File: src/pkg/apm_pkg.sv
package apm_pkg;
  // byte and buffer geometry
  localparam int BYTE_W = 8;
  localparam int FIFO_DEPTH = 8;
  localparam logic [2:0] HDR_LEN = 3'h5; // class, ins, p1, p2, p3
  localparam logic [8:0] FULL_LEN = 9'h100; // le of zero means this many
  localparam logic [8:0] IFSD = 9'h020; // bytes per outgoing block, plain default

  // procedure bytes and status words
  localparam logic [7:0] PB_GET = 8'h61; // ask terminal to fetch remainder
  localparam logic [7:0] PB_RESEND = 8'h6C; // ask terminal to resend header
  localparam logic [15:0] SW_OK = 16'h9000;
  localparam logic [15:0] SW_FALLBACK = 16'h6F00; // substituted for ok on error in t0
  localparam logic [7:0] SW1_WARN_A = 8'h62;
  localparam logic [7:0] SW1_WARN_B = 8'h63;
  localparam logic [3:0] SW1_APP_NIB = 4'h9;

  // command case as decided by the card application
  typedef enum logic [1:0] {CASE1, CASE2, CASE3, CASE4} apm_case_t;

  // transport sequencer states
  typedef enum logic [3:0] {
    S_IDLE, S_HDR, S_APP, S_ACK, S_DATA_IN, S_EXEC,
    S_DATA_OUT, S_SEND_SW1, S_SEND_SW2, S_T1_CMD, S_T1_EXEC
  } apm_state_t;

  // five byte command header, class first
  typedef struct packed {
    logic [7:0] cla;
    logic [7:0] ins;
    logic [7:0] p1;
    logic [7:0] p2;
    logic [7:0] p3;
  } apm_hdr_t;

  // one byte on the link with block framing marks (block protocol only)
  typedef struct packed {
    logic [7:0] data;
    logic blk_end; // last byte of a block information field
    logic chained; // block is chained to the next one
  } apm_link_t;

  // decision or completion from the card application
  typedef struct packed {
    apm_case_t cse;
    logic abnormal;
    logic [15:0] sw;
    logic [8:0] avail; // response bytes available, 0 to 256
  } apm_app_t;
endpackage

File: src/design/apm_fifo.sv
`timescale 1ns/1ps
// response byte buffer; flags are registered so ready and valid leave flops
module apm_fifo #(
  parameter int W = 8,
  parameter int D = 8
) (
  input wire logic clk,
  input wire logic rstn,
  input wire logic in_valid,
  input wire logic [W-1:0] in_data,
  output logic in_ready,
  output logic out_valid,
  output logic [W-1:0] out_data,
  input wire logic out_ready
);
  localparam int AW = $clog2(D);
  localparam int CW = $clog2(D + 1);

  logic [W-1:0] mem [D]; // storage flops
  logic [AW-1:0] wr_ptr, next_wr_ptr;
  logic [AW-1:0] rd_ptr, next_rd_ptr;
  logic [CW-1:0] count, next_count;
  logic next_in_ready; // room for one more word
  logic next_out_valid; // at least one word held
  logic push, pop;

  assign out_data = mem[rd_ptr];

  // pointer and level update
  always_comb begin
    push = in_valid && in_ready;
    pop = out_ready && out_valid;
    next_wr_ptr = wr_ptr;
    next_rd_ptr = rd_ptr;
    next_count = count;
    if (push) begin
      next_wr_ptr = (wr_ptr == AW'(D - 1)) ? '0 : wr_ptr + 1'b1;
    end
    if (pop) begin
      next_rd_ptr = (rd_ptr == AW'(D - 1)) ? '0 : rd_ptr + 1'b1;
    end
    if (push && !pop) begin
      next_count = count + 1'b1;
    end else if (pop && !push) begin
      next_count = count - 1'b1;
    end
    next_in_ready = (next_count != CW'(D));
    next_out_valid = (next_count != '0);
  end

  // state registers
  always_ff @(posedge clk or negedge rstn) begin
    if (!rstn) begin
      wr_ptr <= '0;
      rd_ptr <= '0;
      count <= '0;
      in_ready <= 1'b1;
      out_valid <= 1'b0;
    end else begin
      wr_ptr <= next_wr_ptr;
      rd_ptr <= next_rd_ptr;
      count <= next_count;
      in_ready <= next_in_ready;
      out_valid <= next_out_valid;
    end
  end

  // storage has no reset; only written slots are ever read
  always_ff @(posedge clk) begin
    if (push) begin
      mem[wr_ptr] <= in_data;
    end
  end
endmodule

File: src/design/apm_transport.sv
`timescale 1ns/1ps
// Rules for the card and the terminal
// RL1: case 2 gives data and status, or status
// RL2: terminal keeps case 3 length 1 to 255
// RL3: terminal sends data after procedure byte only
// RL4: case 3 status only after data and execution
// RL5: terminal drops trailing le byte in case 4
// RL6: case 4 normal gives 61xx, abnormal gives status
// RL7: terminal fetches at most xx after 61xx
// RL8: terminal fetches with le zero after warnings
// RL9: terminal abandons case 4 on other status
// RL10: fetch command is handled as case 2
// RL11: procedure bytes only for t0 cases 2, 4
// RL12: terminal resends header with p3 from 6Cxx
// RL13: error status may replace procedure bytes
// RL14: case 2 oversized or zero le gives 6C
// RL15: case 2 exact le sends data then status
// RL16: case 2 smaller le: data, then 61 remainder
// RL17: case 4 end gives 61xx or non-ok status
// RL18: data fills body, status goes unchanged in trailer
// RL19: block protocol carries command and response unaltered
// RL20: block protocol data only with allowed status classes
// RL21: long block responses are chained
// RL22: chained command blocks are joined
// RL23: terminal sends p3 zero for case 1
// RL24: terminal keeps procedure bytes internal
// RL25: header is five bytes, class through p3
module apm_transport (
  input wire logic clk,
  input wire logic rstn,
  input wire logic t1_mode, // block protocol when high, sampled between commands
  input wire logic rx_valid,
  input wire apm_pkg::apm_link_t rx,
  output logic rx_ready,
  output logic tx_valid,
  output apm_pkg::apm_link_t tx,
  input wire logic tx_ready,
  output logic hdr_valid,
  output apm_pkg::apm_hdr_t hdr,
  output logic cmd_valid,
  output logic [7:0] cmd_byte,
  output logic cmd_end,
  input wire logic cmd_ready,
  output logic app_wait,
  input wire logic app_valid,
  input wire apm_pkg::apm_app_t app,
  input wire logic resp_valid,
  input wire logic [7:0] resp_data,
  output logic resp_ready
);
  apm_pkg::apm_state_t state, next_state; // sequencer
  apm_pkg::apm_hdr_t next_hdr;
  apm_pkg::apm_case_t cse, next_cse; // case of the current command
  apm_pkg::apm_link_t next_tx;
  logic [2:0] hcnt, next_hcnt; // header bytes taken
  logic [8:0] cnt, next_cnt; // data bytes left to move
  logic [8:0] blk, next_blk; // bytes in current outgoing block
  logic [15:0] pair, next_pair; // two bytes to send next
  logic [15:0] after, next_after; // pair that follows outgoing data
  logic pair_proc, next_pair_proc; // pair is a procedure byte pair
  logic after_proc, next_after_proc;
  logic out_dir, next_out_dir; // after ack: send data, else receive
  logic t1, next_t1; // protocol of the current command
  logic next_tx_valid, next_rx_ready, next_hdr_valid;
  logic next_cmd_valid, next_cmd_end, next_app_wait;
  logic [7:0] next_cmd_byte;
  logic send_ok, rx_take, pop, load, load_final, blk_last;
  logic [7:0] load_data;
  logic [8:0] eff_le; // expected length, zero read as 256
  logic [8:0] rem; // bytes left after a partial return
  logic fifo_valid;
  logic [7:0] fifo_data;

  // ok status is never allowed to report a failure in t0
  function automatic logic [15:0] fix_sw(input logic [15:0] sw);
    return (sw == apm_pkg::SW_OK) ? apm_pkg::SW_FALLBACK : sw;
  endfunction

  // warning, application or ok classes may carry data
  function automatic logic data_allowed(input logic [15:0] sw);
    return (sw[15:8] == apm_pkg::SW1_WARN_A) || (sw[15:8] == apm_pkg::SW1_WARN_B) ||
      (sw[15:12] == apm_pkg::SW1_APP_NIB);
  endfunction

  // response bytes from the application wait here until the link drains them
  apm_fifo #(.W(apm_pkg::BYTE_W), .D(apm_pkg::FIFO_DEPTH)) u_resp_fifo (
    .clk(clk),
    .rstn(rstn),
    .in_valid(resp_valid),
    .in_data(resp_data),
    .in_ready(resp_ready),
    .out_valid(fifo_valid),
    .out_data(fifo_data),
    .out_ready(pop)
  );

  // next-state logic for the whole sequencer
  always_comb begin
    next_state = state;
    next_hdr = hdr;
    next_cse = cse;
    next_hcnt = hcnt;
    next_cnt = cnt;
    next_blk = blk;
    next_pair = pair;
    next_after = after;
    next_pair_proc = pair_proc;
    next_after_proc = after_proc;
    next_out_dir = out_dir;
    next_t1 = t1;
    next_tx = tx;
    next_tx_valid = tx_valid;
    next_hdr_valid = 1'b0;
    next_cmd_valid = cmd_valid;
    next_cmd_byte = cmd_byte;
    next_cmd_end = cmd_end;
    pop = 1'b0;
    load = 1'b0;
    load_final = 1'b0;
    load_data = 8'h00;
    blk_last = 1'b0;
    send_ok = !tx_valid || tx_ready; // output slot free this cycle
    rx_take = rx_valid && rx_ready;
    eff_le = (hdr.p3 == 8'h00) ? apm_pkg::FULL_LEN : {1'b0, hdr.p3};
    rem = app.avail - eff_le;
    if (tx_valid && tx_ready) begin
      next_tx_valid = 1'b0;
    end
    if (cmd_valid && cmd_ready) begin
      next_cmd_valid = 1'b0;
    end
    unique case (state)
      // pick the protocol once per command
      apm_pkg::S_IDLE: begin
        next_t1 = t1_mode;
        next_hcnt = 3'h0;
        next_blk = 9'h000;
        next_state = t1_mode ? apm_pkg::S_T1_CMD : apm_pkg::S_HDR;
      end
      // header shifts in class first
      apm_pkg::S_HDR: begin
        if (rx_take) begin
          next_hdr = apm_pkg::apm_hdr_t'({hdr[31:0], rx.data}); // RL25
          next_hcnt = hcnt + 3'h1;
          if (hcnt == apm_pkg::HDR_LEN - 3'h1) begin
            next_hdr_valid = 1'b1;
            next_state = apm_pkg::S_APP;
          end
        end
      end
      // application has looked at the header
      apm_pkg::S_APP: begin
        if (app_valid) begin
          next_cse = app.cse;
          next_pair_proc = 1'b0;
          next_state = apm_pkg::S_SEND_SW1;
          if (app.abnormal) begin
            next_pair = fix_sw(app.sw); // RL1 RL13
          end else if (app.cse == apm_pkg::CASE1) begin
            next_pair = app.sw;
          end else if (app.cse != apm_pkg::CASE2) begin
            next_cnt = eff_le; // zero length read as 256
            next_out_dir = 1'b0;
            next_state = apm_pkg::S_ACK;
          end else if (eff_le > app.avail ||
              (hdr.p3 == 8'h00 && app.avail != apm_pkg::FULL_LEN)) begin
            next_pair = {apm_pkg::PB_RESEND, app.avail[7:0]}; // RL14 RL11
            next_pair_proc = 1'b1;
          end else if (eff_le == app.avail) begin
            next_cnt = app.avail; // RL15
            next_after = app.sw; // RL18
            next_after_proc = 1'b0;
            next_out_dir = 1'b1;
            next_state = apm_pkg::S_ACK;
          end else begin
            next_cnt = eff_le; // RL16
            next_after = {apm_pkg::PB_GET, rem[7:0]};
            next_after_proc = 1'b1;
            next_out_dir = 1'b1;
            next_state = apm_pkg::S_ACK;
          end
        end
      end
      // ins procedure byte opens the data phase
      apm_pkg::S_ACK: begin
        if (send_ok) begin
          load = 1'b1;
          load_data = hdr.ins;
          next_state = out_dir ? apm_pkg::S_DATA_OUT : apm_pkg::S_DATA_IN;
        end
      end
      // command data passed on to the application
      apm_pkg::S_DATA_IN: begin
        if (rx_take) begin
          next_cmd_valid = 1'b1;
          next_cmd_byte = rx.data;
          next_cmd_end = (cnt == 9'h001);
          next_cnt = cnt - 9'h001;
          if (cnt == 9'h001) begin
            next_state = apm_pkg::S_EXEC; // RL4
          end
        end
      end
      // execution result after all command data
      apm_pkg::S_EXEC: begin
        if (app_valid) begin
          next_state = apm_pkg::S_SEND_SW1;
          next_pair_proc = 1'b0;
          if (cse == apm_pkg::CASE3) begin
            next_pair = app.abnormal ? fix_sw(app.sw) : app.sw; // RL4
          end else if (app.abnormal) begin
            next_pair = fix_sw(app.sw); // RL6 RL17
          end else begin
            next_pair = {apm_pkg::PB_GET, app.avail[7:0]}; // RL6 RL17 RL10
            next_pair_proc = 1'b1;
          end
        end
      end
      // response body straight from the buffer
      apm_pkg::S_DATA_OUT: begin
        if (send_ok && fifo_valid) begin
          pop = 1'b1;
          load = 1'b1;
          load_data = fifo_data; // RL18 RL19
          next_cnt = cnt - 9'h001;
          if (cnt == 9'h001) begin
            next_pair = after;
            next_pair_proc = after_proc;
            next_state = apm_pkg::S_SEND_SW1;
          end
        end
      end
      apm_pkg::S_SEND_SW1: begin
        if (send_ok) begin
          load = 1'b1;
          load_data = pair[15:8];
          next_state = apm_pkg::S_SEND_SW2;
        end
      end
      // last byte closes the exchange
      apm_pkg::S_SEND_SW2: begin
        if (send_ok) begin
          load = 1'b1;
          load_final = 1'b1;
          load_data = pair[7:0];
          next_state = apm_pkg::S_IDLE;
        end
      end
      // block protocol: the whole command passes through unaltered
      apm_pkg::S_T1_CMD: begin
        if (rx_take) begin
          next_cmd_valid = 1'b1;
          next_cmd_byte = rx.data; // RL19
          next_cmd_end = rx.blk_end && !rx.chained; // RL22
          if (rx.blk_end && !rx.chained) begin
            next_state = apm_pkg::S_T1_EXEC;
          end
        end
      end
      apm_pkg::S_T1_EXEC: begin
        if (app_valid) begin
          next_pair_proc = 1'b0;
          next_after_proc = 1'b0;
          next_pair = app.sw;
          next_after = app.sw;
          if (data_allowed(app.sw) && app.avail != 9'h000) begin
            next_cnt = app.avail; // RL20
            next_state = apm_pkg::S_DATA_OUT;
          end else begin
            next_state = apm_pkg::S_SEND_SW1;
          end
        end
      end
      default: begin
        next_state = apm_pkg::S_IDLE;
      end
    endcase
    // framing of every byte loaded onto the link
    if (load) begin
      blk_last = t1 && (load_final || blk == apm_pkg::IFSD - 9'h001);
      next_tx_valid = 1'b1;
      next_tx.data = load_data;
      next_tx.blk_end = blk_last;
      next_tx.chained = blk_last && !load_final; // RL21
      next_blk = blk_last ? 9'h000 : blk + 9'h001;
    end
    // registered ready goes low on the same edge that a byte fills the slot
    next_rx_ready = (next_state == apm_pkg::S_HDR) ||
      ((next_state == apm_pkg::S_DATA_IN || next_state == apm_pkg::S_T1_CMD) &&
      !next_cmd_valid);
    next_app_wait = (next_state == apm_pkg::S_APP) || (next_state == apm_pkg::S_EXEC) ||
      (next_state == apm_pkg::S_T1_EXEC);
  end

  // sequencer registers
  always_ff @(posedge clk or negedge rstn) begin
    if (!rstn) begin
      state <= apm_pkg::S_IDLE;
      hdr <= '0;
      cse <= apm_pkg::CASE1;
      hcnt <= 3'h0;
      cnt <= 9'h000;
      blk <= 9'h000;
      pair <= 16'h0000;
      after <= 16'h0000;
      pair_proc <= 1'b0;
      after_proc <= 1'b0;
      out_dir <= 1'b0;
      t1 <= 1'b0;
      tx <= '0;
      tx_valid <= 1'b0;
      rx_ready <= 1'b0;
      hdr_valid <= 1'b0;
      cmd_valid <= 1'b0;
      cmd_byte <= 8'h00;
      cmd_end <= 1'b0;
      app_wait <= 1'b0;
    end else begin
      state <= next_state;
      hdr <= next_hdr;
      cse <= next_cse;
      hcnt <= next_hcnt;
      cnt <= next_cnt;
      blk <= next_blk;
      pair <= next_pair;
      after <= next_after;
      pair_proc <= next_pair_proc;
      after_proc <= next_after_proc;
      out_dir <= next_out_dir;
      t1 <= next_t1;
      tx <= next_tx;
      tx_valid <= next_tx_valid;
      rx_ready <= next_rx_ready;
      hdr_valid <= next_hdr_valid;
      cmd_valid <= next_cmd_valid;
      cmd_byte <= next_cmd_byte;
      cmd_end <= next_cmd_end;
      app_wait <= next_app_wait;
    end
  end
endmodule

File: config.mk
export PLATFORM = sky130hd
export DESIGN_NAME = apm_transport
export DESIGN_NICKNAME = d
export VERILOG_FILES = /design/src/pkg/apm_pkg.sv /design/src/design/apm_fifo.sv /design/src/design/apm_transport.sv
export SDC_FILE = /design/constraint.sdc
export NUM_CORES = 1
export LEC_CHECK = 0
export ABC_AREA = 1
export BUFFER_PORTS_ARGS = -buffer_cell sky130_fd_sc_hd__buf_2
export CORE_MARGIN = 2
export CORE_UTILIZATION = 60
export DETAILED_ROUTE_END_ITERATION = 10
export GPL_ROUTABILITY_DRIVEN = 0
export GPL_TIMING_DRIVEN = 0
export PLACE_DENSITY_LB_ADDON = 0.15
export SYNTH_ARGS = -nofsm -noshare
export SYNTH_HDL_FRONTEND = slang
export SYNTH_SLANG_ARGS = --single-unit
File: constraint.sdc
create_clock -name clk -period 5.95 [get_ports clk]
set_input_delay 0 -clock clk [delete_from_list [all_inputs] [get_ports clk]]
set_output_delay 0 -clock clk [all_outputs]
set_load 0.01 [all_outputs]
Word level (Yosys, flattened, before mapping)
Memory sizes are Yosys's and may differ from the RTL's.
Index checks and enable logic that the tools add are counted.
{ "word_totals": {"word_cells": 229, "mem_count": 1, "ff_bits": 137, "out_inout_bits": 65, "mem_bits_rw": 64} }
{ "op_classes": {"reduce_logical": 52, "n_bitwise": 2, "n_eq_ne": 47, "mux": 89, "n_addsub": 8, "n_lt_le_gt_ge": 1} }
{ "mem_list": {"columns": ["memory", "depth", "word_bits", "read_ports", "rd_ports_with_merged_regs", "wr", "line_no", "source"], "rows": [
  ["u_resp_fifo.mem", 8, 8, 1, 0, 1, "apm_fifo.sv:19", "logic [W-1:0] mem [D];"]
]} }
{ "op_table": {"columns": ["cell", "n"], "rows": [
  ["16-bit 2-to-1 mux", 19],
  ["9-bit 2-to-1 mux", 14],
  ["4-bit 2-to-1 mux", 17],
  ["16-bit case mux with 4 select lines", 1],
  ["4-bit case mux with 11 select lines", 1],
  ["9-bit case mux with 4 select lines", 1],
  ["8-bit 2-to-1 mux", 4],
  ["16-bit case mux with 2 select lines", 1],
  ["8-bit case mux with 4 select lines", 1],
  ["2-bit inequality test, second input constant", 14],
  ["4-bit by 3-bit equality test with 1-bit output, second input constant", 6],
  ["4-bit equality test, second input constant", 6],
  ["3-bit 2-to-1 mux", 7],
  ["1-bit 2-to-1 mux", 19],
  ["16-bit equality test, second input constant", 1],
  ["8-bit by 7-bit equality test with 1-bit output, second input constant", 2],
  ["1-bit logical AND", 14],
  ["4-bit by 2-bit equality test with 1-bit output, second input constant", 3],
  ["4-bit inequality test, second input constant", 3],
  ["4-bit nonzero test", 3],
  ["2-bit nonzero test", 5],
  ["3-bit by 1-bit adder with 3-bit output, second input constant", 3],
  ["9-bit by 1-bit adder with 9-bit output, second input constant", 1],
  ["3-bit equality test, second input constant", 3],
  ["other kinds (31)", 50]
]} }

Logic depth before layout (Yosys ltp)
Gate-level depths: netlist of run 1.
{ "depth": {"depth_word": 14, "mapped_depth": 17} }

Modules after synthesis
From an unflattened synthesis of run 1, not the netlist that was laid out.
{ "unflattened": {"hier_cells": 1273, "hier_area_um2": 10502.6} }
{ "modules_own_cells": {"columns": ["mod", "area_each_um2", "cells_each", "seq_area_each_um2", "instances"], "rows": [
  ["apm_transport", 7287.0, 979, 3128.0, 1],
  ["apm_fifo", 3215.6, 294, 2223.4, 1]
]} }

Least setup slack after synthesis of run 1
No wires, ideal clock.
{ "synth_path": {"kind": "register to register", "from": "register hdr[6] in the netlist's numbering", "to": "register pair[13]", "stages_incl_launch_ff": 16, "arrival_ns": 2.095, "required_time_ns": 5.832, "path_buffers": 1, "synth_period_minus_slack_ns": 2.213, "path_slack_ns": 3.737, "path_cell_list": "dfrtp_1 -> inv_1 -> nand4_1 -> nor2_1 -> ha_1 -> a21o_1 -> nor2_1 -> nand3_1 -> nand2_1 -> nand2_2 -> nand2_1 -> nand3_1 -> and2_4 -> buf_6 -> nand2_1 -> o21ai_2"} }
{ "synth_between": {"elab_chain_cells": 6} }
{ "synth_rtl": {"columns": ["element", "line_no", "source"], "rows": [
  ["start: declaration", "apm_transport.sv:39", "output apm_pkg::apm_hdr_t hdr,"],
  ["start signal: assignment", "apm_transport.sv:320", "hdr <= next_hdr;"],
  ["8-bit zero test", "apm_transport.sv:124, apm_transport.sv:166", null],
  ["9-bit 2-to-1 mux", "apm_transport.sv:124", "eff_le = (hdr.p3 == 8'h00) ? apm_pkg::FULL_LEN : {1'b0, hdr.p3};"],
  ["9-bit > comparator", "apm_transport.sv:165", "end else if (eff_le > app.avail ||"],
  ["1-bit logical OR *", "apm_transport.sv:165", null],
  ["4-bit inequality test (no source line) *", null, null],
  ["8-bit AND reduction (no source line) *", null, null],
  ["end signal: assignment", "apm_transport.sv:325", "pair <= next_pair;"],
  ["end: declaration", "apm_transport.sv:58", "logic [15:0] pair, next_pair;"]
]} }
Every way passes the cells marked *; elsewhere a longest branch is shown, timed or not.
A chain may end at the register's enable or synchronous reset.

Worst setup path in the final report of run 1
{ "layout_path": {"from": "register hdr[5] in the netlist's numbering", "to": "register pair[15]"} }
Same word-level chain as after synthesis.

==> flow_summary.yaml, run 1 <==
run_status:
  status: "complete, no violations"
logic_synthesis:
  async_reset_ff_share_pct: 68.2
  synth_cell_types: 60
  ys_top_cells_by_area: "dfrtp_1, edfxtp_1, nand2_1, o21ai_0, inv_1"
  synth_mux_area_share_pct: 1.23
  synth-simple-area-share_pct: 20.7
  synth_fa_ha_area_share_pct: 3.39
  syn_nets: 1274
  syn_area_sq_um: 10500
  synth_edf_count: 64
  syn-instance-count: 1192
  ys_ff_latch: 201
  synth_seq_area_share_pct: 50.7
  synth_warnings: 0
  synth_top_area_share_pct: 32.3
  synth_ff_type: "dfrtp_1"
  synth_compound_area_share_pct: 15.2
  synth_xor_area_share_pct: 1.25
  synth_top_family_by_area: "simple AND/OR/NAND/NOR gates"
  synth_area_per_cell_sq_um: 8.85
  synth.largest_area_cell: "dfrtp_1"
die:
  die_y_um: 137
  ios: 119
  core_sq_um: 17200
  start_util_pct: 61.2
  rows: 48
  die_x_um: 137
  dieArea_sq_um: 18700
route:
  route.detailed.drc: 0
  ant_nets: 0
  drt_wl_total_um: 29600
  drt-vias-per-instance: 5.84
  routed_wire_length_per_instance_um: 18.2
  first_pass_iters: 6
  drt_iter0_markers: 839
  vias: 9501
setup_path:
  cp-end-kind: "flip-flop"
  slowest_stage: "dfrtp_1"
  required_ns: 6.34
  crit_buf_inv: 2
  crit_type: "reg -> reg"
  slowest_delay_ns: 0.42
  cpLargestDelayFamily: "simple AND/OR/NAND/NOR gates"
  cp-start-kind: "flip-flop"
  cp_common_cell: "nand2_1"
  critPathMaxFanout: 10
  crit_arrival_ns: 3.12
  crit_chain: "inv_1 > nand4_1 > nor2_1 > ha_1 > a21o_1 > nor2_1 > nand3_1 > nand2_1 > nand2_2 > nand2_1 > nand3_1 > and2_4 > buf_6 > nand2_1 > o21ai_2"
place:
  hpwl_um: 21000
  portBuffers: 118
timing:
  timing.slew.headroom_pct: 38.6
  fmax_ghz: 0.366
  slew_violations: 0
  hold_violations: 0
  finalCritPeriodShare_pct: 45.9
  fin_worst_skew_ns: 0.0161
  worstMarginPinSlew_ns: 0.917
  setup_viol: 0
  rsz0062_at_grt: "false"
  post-route-min-period_ns: 2.73
  finalSetupTns_ns: 0
pwr:
  leakagePower_nw: 5.97
  ir_drop_uv: 347
  power_density_nw_per_um2: 466
  power_mw: 5.92
cells_and_area:
  num-fill-cells: 1260
  nNetsFinal: 1467
  drive_gt1_share_pct: 17.5
  multiInputGateArea_sq_um: 4410
  regArea_sq_um: 5350
  layout_common_cells: "nand2_1, inv_1, dfrtp_1"
  area_delta_synth_final_pct: 20.3
  antennaDiodeCount: 0
  final_common_cell: "nand2_1"
clock_network:
  post-cts-setup-buffers: 0
  cts-buffers-inserted: 22
  cts_tree: "built"
  cts_resized: 0
  path_clk_slew_ns: 0.06
  htreeDepth: 1
  insertion_delay_ns: 0.51
  cts_root_buffer: "clkbuf_16"
  hold_buffers: 50
  clock_sinks: 201
  clock_path_buffers: 3
global_routing:
  grt_pass1_wl_um: 46900
  first_global_vias: 9071
  antenna_found_initial: 0
  track_usage_pct: 32.5
  grt_overflow: 0
  grt_max_degree: 75
min_path:
  hold_class: "in -> reg"
job:
  maxCapViolCount: 0
cell usage after synthesis (3+ instances only):
cell type  count
o21ai_2       18
xor2_1        11
nor2_8         3
o22ai_1       21
inv_2         10
nor3_1         9
a31oi_1        8
o21ai_1        6
nand2_4        8
inv_1        136
o2111ai_1     10
o221ai_1      14
a21oi_1       32
o211ai_1       7
mux2i_1       13
nand2_1      269
a22oi_1       10
nor2_2         6
nor3_2         3
a31oi_2        3
nand3_1       58
buf_2          8
nand2_2       11
nand4_1        8
dfrtp_1      136
nor2_1        99
xnor2_1        4
ha_1          27
o21ai_0      112
o32ai_1        3
edfxtp_1      64
buf_6          6
clkbuf_1      22
worst reg2reg max path: cells and delay by family (launching register included):
family                   cells  cell delay (ns)
flip-flops                   1             0.42
AO/OA/AOI/OAI                2             0.28
adder cells (fa/ha/maj)      1             0.32
AND/OR/NAND/NOR             10             1.24
buffers and inverters        2             0.35
sequential cells by signal (all words and copies together) (netlist names), 2 cells and up:
| register | cells |
|---|---|
| hcnt | 3 |
| u_resp_fifo.rd_ptr | 3 |
| tx | 10 |
| u_resp_fifo.wr_ptr | 3 |
| hdr | 40 |
| cse | 2 |
| u_resp_fifo.count | 4 |
| blk | 9 |
| cmd_byte | 8 |
| pair | 16 |
| cnt | 9 |
| after | 16 |
| u_resp_fifo.mem | 64 |
| state | 4 |
cell families (layout without fill, tap and decap cells):
kind of cell,Yosys count,count (layout)
buf+inv,191,400
xor+xnor,15,15
fa+ha+maj,28,28
simple gates,489,489
compound gates,255,255
flops,201,201
mux,13,13
power by group:
group | internal [mW] | switching [mW] | leakage [nW]
logic | 0.821 | 1.51 | 3.28
clock network | 0.834 | 0.550 | 0.359
registers | 1.88 | 0.317 | 2.33
total | 3.54 | 2.38 | 5.97
through the flow:
step           instance area, sq um  cells  setup WS (ns)  hold slack, ns  util [%]
2_1_floorplan                 10500   1192           3.74          -0.296         -
3_3_place_gp                  11400   1535           2.98           0.232      66.3
3_5_place_dp                  11500   1536           3.32          0.0369      66.4
4_1_cts                       12700   1626           3.29          0.0254      73.6
5_1_grt                       12700   1626           3.04          0.0972      73.6
6_report                      12700   1626           3.22          0.0333      73.6
layout make-up:
type / count / share of cell area [%]
Sequential cell: 201 / 42.2
Multi-Input combinational cell: 800 / 34.8
Tap cell: 225 / 2.22
Timing Repair Buffer: 169 / 8.87
Clock buffer: 26 / 4.63
Buffer: 41 / 1.72
Clock inverter: 14 / 1.14
Inverter: 150 / 4.49
routing by layer:
layer	vias up	global-route usage, %	part of all wire [%]	wire length (um)
met5	-	0	0	0
met2	460	51.0	45	13500
met4	0	10.8	3.3	986
met1	4541	45.8	43	12600
li1	4408	-	-	-
met3	92	5.93	8.6	2550
final timing paths:
check | start | end | slack [ns] | cells after the start
max reg2reg | hdr[5] | pair[15] | 3.22 | 15
min | rx[0] | cmd_end | 0.03 | 6
min reg2reg | cmd_byte[3] | cmd_byte[3] | 0.49 | 2
min in group asynchronous | rstn | after[13] | 0.07 | 2
max | hdr[5] | pair[15] | 3.22 | 15
max in group asynchronous | rstn | u_resp_fifo.in_ready | 5.07 | 3
No activity file was read; power rests on OpenSTA's default activity.
==> run 2, diff against run 1 <==
--- a/config.mk
+++ b/config.mk
@@ -5,10 +5,10 @@
 export SDC_FILE = /design/constraint.sdc
 export NUM_CORES = 1
 export LEC_CHECK = 0
-export ABC_AREA = 1
+export ABC_AREA = 0
 export BUFFER_PORTS_ARGS = -buffer_cell sky130_fd_sc_hd__buf_2
 export CORE_MARGIN = 2
-export CORE_UTILIZATION = 60
+export CORE_UTILIZATION = 59
 export DETAILED_ROUTE_END_ITERATION = 10
 export GPL_ROUTABILITY_DRIVEN = 0
 export GPL_TIMING_DRIVEN = 0
==> constraint.sdc (replaced) <==
create_clock -name clk -period 2.65 [get_ports clk]
set_input_delay 0 -clock clk [delete_from_list [all_inputs] [get_ports clk]]
set_output_delay 0 -clock clk [all_outputs]
set_load 0.01 [all_outputs]
==> run 2 against run 1 <==
The flow now finishes with violations (negative setup slack). Final cell count is 16% lower. Synthesized cell count shrank 24%. Critical path depth fell by 3. First-iteration DRC count is 5.4% higher. Wire length is 2.6% lower. Clock power grew 130%. Global-route usage down 1.7 points. Worst setup slack got worse by 3.4 ns. Register-to-register slack lost 3.4 ns.
==> flow_summary.yaml, run 2 <==
run_status:
  status: "complete, but fails checks"
  violations: "negative setup slack"
die:
  core_sq_um: 16700
  die_x_um: 135
  start_util_pct: 60.8
  ios: 119
  dieArea_sq_um: 18300
  rows: 47
  die_y_um: 135
setup_path:
  rr_worst_depth: 12
  cp-start-kind: "flip-flop"
  critPathMaxFanout: 5
  crit_chain: "nor4_4 > nand2_2 > inv_2 > ha_4 > nand4_1 > nand3b_1 > and2_4 > a21oi_4 > a221o_1 > buf_6 > buf_12 > mux2_4"
  slowest_stage: "dfrtp_2"
  r2r_start: "hdr[7]"
  r2r_slack_ns: -0.18
  required_ns: 3.05
  crit_type: "reg -> reg"
  cpLargestDelayFamily: "simple AND/OR/NAND/NOR gates"
  r2r_end: "pair[14]"
  cp_num_cells: 12
  cp-end-kind: "flip-flop"
  slowest_delay_ns: 0.47
  crit_start: "hdr[7]"
  crit_buf_inv: 3
  endpoint: "pair[14]"
  crit_arrival_ns: 3.23
global_routing:
  grt_pass1_wl_um: 43800
  antenna_found_initial: 0
  grt_max_degree: 100
  track_usage_pct: 30.8
  grt_overflow: 0
  first_global_vias: 8205
timing:
  fmax_ghz: 0.353
  rsz0062_at_grt: "true"
  post-route-min-period_ns: 2.83
  finalCritPeriodShare_pct: 107
  setup_viol: 36
  fin_worst_skew_ns: 0.0237
  hold_violations: 0
  slew_violations: 0
  timing.slew.headroom_pct: 34.9
  setup_ws_ns: -0.180
  worstMarginPinSlew_ns: 0.973
logic_synthesis:
  synth_seq_area_share_pct: 52.7
  async_reset_ff_share_pct: 68.2
  synth_area_per_cell_sq_um: 11.2
  synth.most_common_cell: "nand2_1"
  ys_ff_latch: 201
  synth_cell_types: 83
  ys_top_cells_by_count: "nand2_1, dfrtp_1, o21ai_0, edfxtp_1, inv_1"
  ys_top_cells_by_area: "dfrtp_1, edfxtp_1, nand2_1, mux2_2, mux4_2"
  synth.largest_area_cell: "dfrtp_1"
  synth_ff_type: "dfrtp_1"
  synth_edf_count: 64
  syn_nets: 990
  synth_warnings: 0
  syn-instance-count: 908
  syn_area_sq_um: 10200
  synth_top_area_share_pct: 33.5
clock_network:
  cts-buffers-inserted: 22
  clock_sinks: 201
  htreeDepth: 1
  cts_root_buffer: "clkbuf_16"
  cts_tree: "built"
  path_clk_slew_ns: 0.07
  clock_path_buffers: 3
  insertion_delay_ns: 0.53
cells_and_area:
  largest_reg_flops: 64
  fin_cells: 1366
  layout_common_cells: "nand2_1, dfrtp_1, buf_2"
  largest_register: "u_resp_fifo.mem"
  final_core_util_pct: 76.8
  nNetsFinal: 1211
  area_delta_synth_final_pct: 26.3
  final_common_cell: "nand2_1"
  drive_gt1_share_pct: 27.9
  num-fill-cells: 1050
  postLayoutCellArea_sq_um: 12800
  reg_top3: "u_resp_fifo.mem (64), hdr (40)"
place:
  portBuffers: 116
  place_area_sq_um: 11100
  dp_slack_ns: -0.373
  hpwl_um: 18600
  placedCellCount: 1246
pwr:
  power_density_nw_per_um2: 1030
  seqPwrFrac_pct: 37.5
  p_sw_mw: 4.89
  swShare_pct: 37.1
  comb_power_share_pct: 38.7
  leakagePower_nw: 5.76
  internal_power_mw: 8.29
  power_frac_clock_pct: 23.8
  ir_drop_uv: 747
  power_mw: 13.2
min_path:
  hold_class: "in -> async"
route:
  first_pass_iters: 6
  vias: 8434
  routed_wire_length_per_instance_um: 21.1
  drt_wl_total_um: 28900
  route.detailed.drc: 0
  drt-vias-per-instance: 6.17
  ant_nets: 0
  drt_iter0_markers: 884
job:
  maxCapViolCount: 0
[run 2: changes by cell type in the layout (fill, tap and decap cells not counted), moves of 22 or more]
| cell | before | now |
|---|---|---|
| o21ai_0 | 112 | 64 |
| inv_1 | 136 | 49 |
| nor2_1 | 99 | 36 |
| mux2_2 | 0 | 37 |
| buf_4 | 2 | 24 |
| nand3_1 | 58 | 12 |
| nand2_1 | 269 | 143 |
[run 2: layer usage]
| layer | GRT usage [%] | part of all wire [%] |
|---|---|---|
| met3 | 6.06 | 8.9 |
| met5 | 0 | 0 |
| met2 | 48.5 | 47 |
| met1 | 43.3 | 41 |
| met4 | 10.5 | 3.4 |
[run 2: cell type report]
type | count | area [sq um] | area share (%)
plain buffers | 47 | 246 | 1.92
inverters | 51 | 191 | 1.49
clock inverters | 9 | 123 | 0.956
repair buffers | 197 | 1410 | 11.0
multi-input cells | 609 | 4600 | 35.8
clock buffers | 31 | 622 | 4.85
well taps | 220 | 275 | 2.15
diodes | 1 | 2.50 | 0.0195
flip-flops and latches | 201 | 5360 | 41.8
[run 2: stage by stage]
step / hold WS [ns] / setup TNS [ns]
after global routing: 0.0279 / -6.75
after global placement: 0.209 / -59.01
after floorplan: -0.296 / 0
after detailed placement: -0.0586 / -8.47
final: 0.0231 / -3.79
after CTS: 0.0154 / -0.0294
[run 2: how the worst min path moves through the flow]
stage	cells past startpoint	to	slack (ns)	from
after global routing	2	u_resp_fifo.in_ready	0.03	rstn
after CTS	2	u_resp_fifo.in_ready	0.02	rstn
after floorplan	0	after[0]	-0.30	rstn
final	2	u_resp_fifo.in_ready	0.02	rstn
after global placement	3	hdr[7]	0.21	rx[9]
after detailed placement	1	u_resp_fifo.count[1]	-0.06	rstn
[run 2: power by group through the flow]
stage          Sequential [mW]  Combinational, mW  Clock (mW)
3_5_place_dp              4.95               4.43           0
6_report                  4.95               5.10        3.14
3_3_place_gp              4.92               4.29           0
5_1_grt                   5.04               5.54        3.27
4_1_cts                   4.90               4.79        3.16
2_1_floorplan             4.92               2.89           0
[run 2: cell families (layout without fill, tap and decap cells)]
logic type	Yosys count	count (layout)	share of synthesized area (%)
AOI/OAI and AO/OA	191	192	13.2
xor gates and xnor gates	14	14	1.21
adders and majority gates	28	28	3.52
buffers and inverters	99	335	4.23
DFF	201	201	52.7
muxes	86	86	11.1
other	0	1	0
and+or+nand+nor	289	289	14.1
[run 2: timing repair]
action / CTS / global route
endpoints found under the setup margin: 41 / 43
hold endpoints to repair: 257 / 0
resized for setup: 20 / 36
pin swaps: 6 / 13
setup buffers: 20 / 9
hold buffers: 52 / 0
cloned: 0 / 1
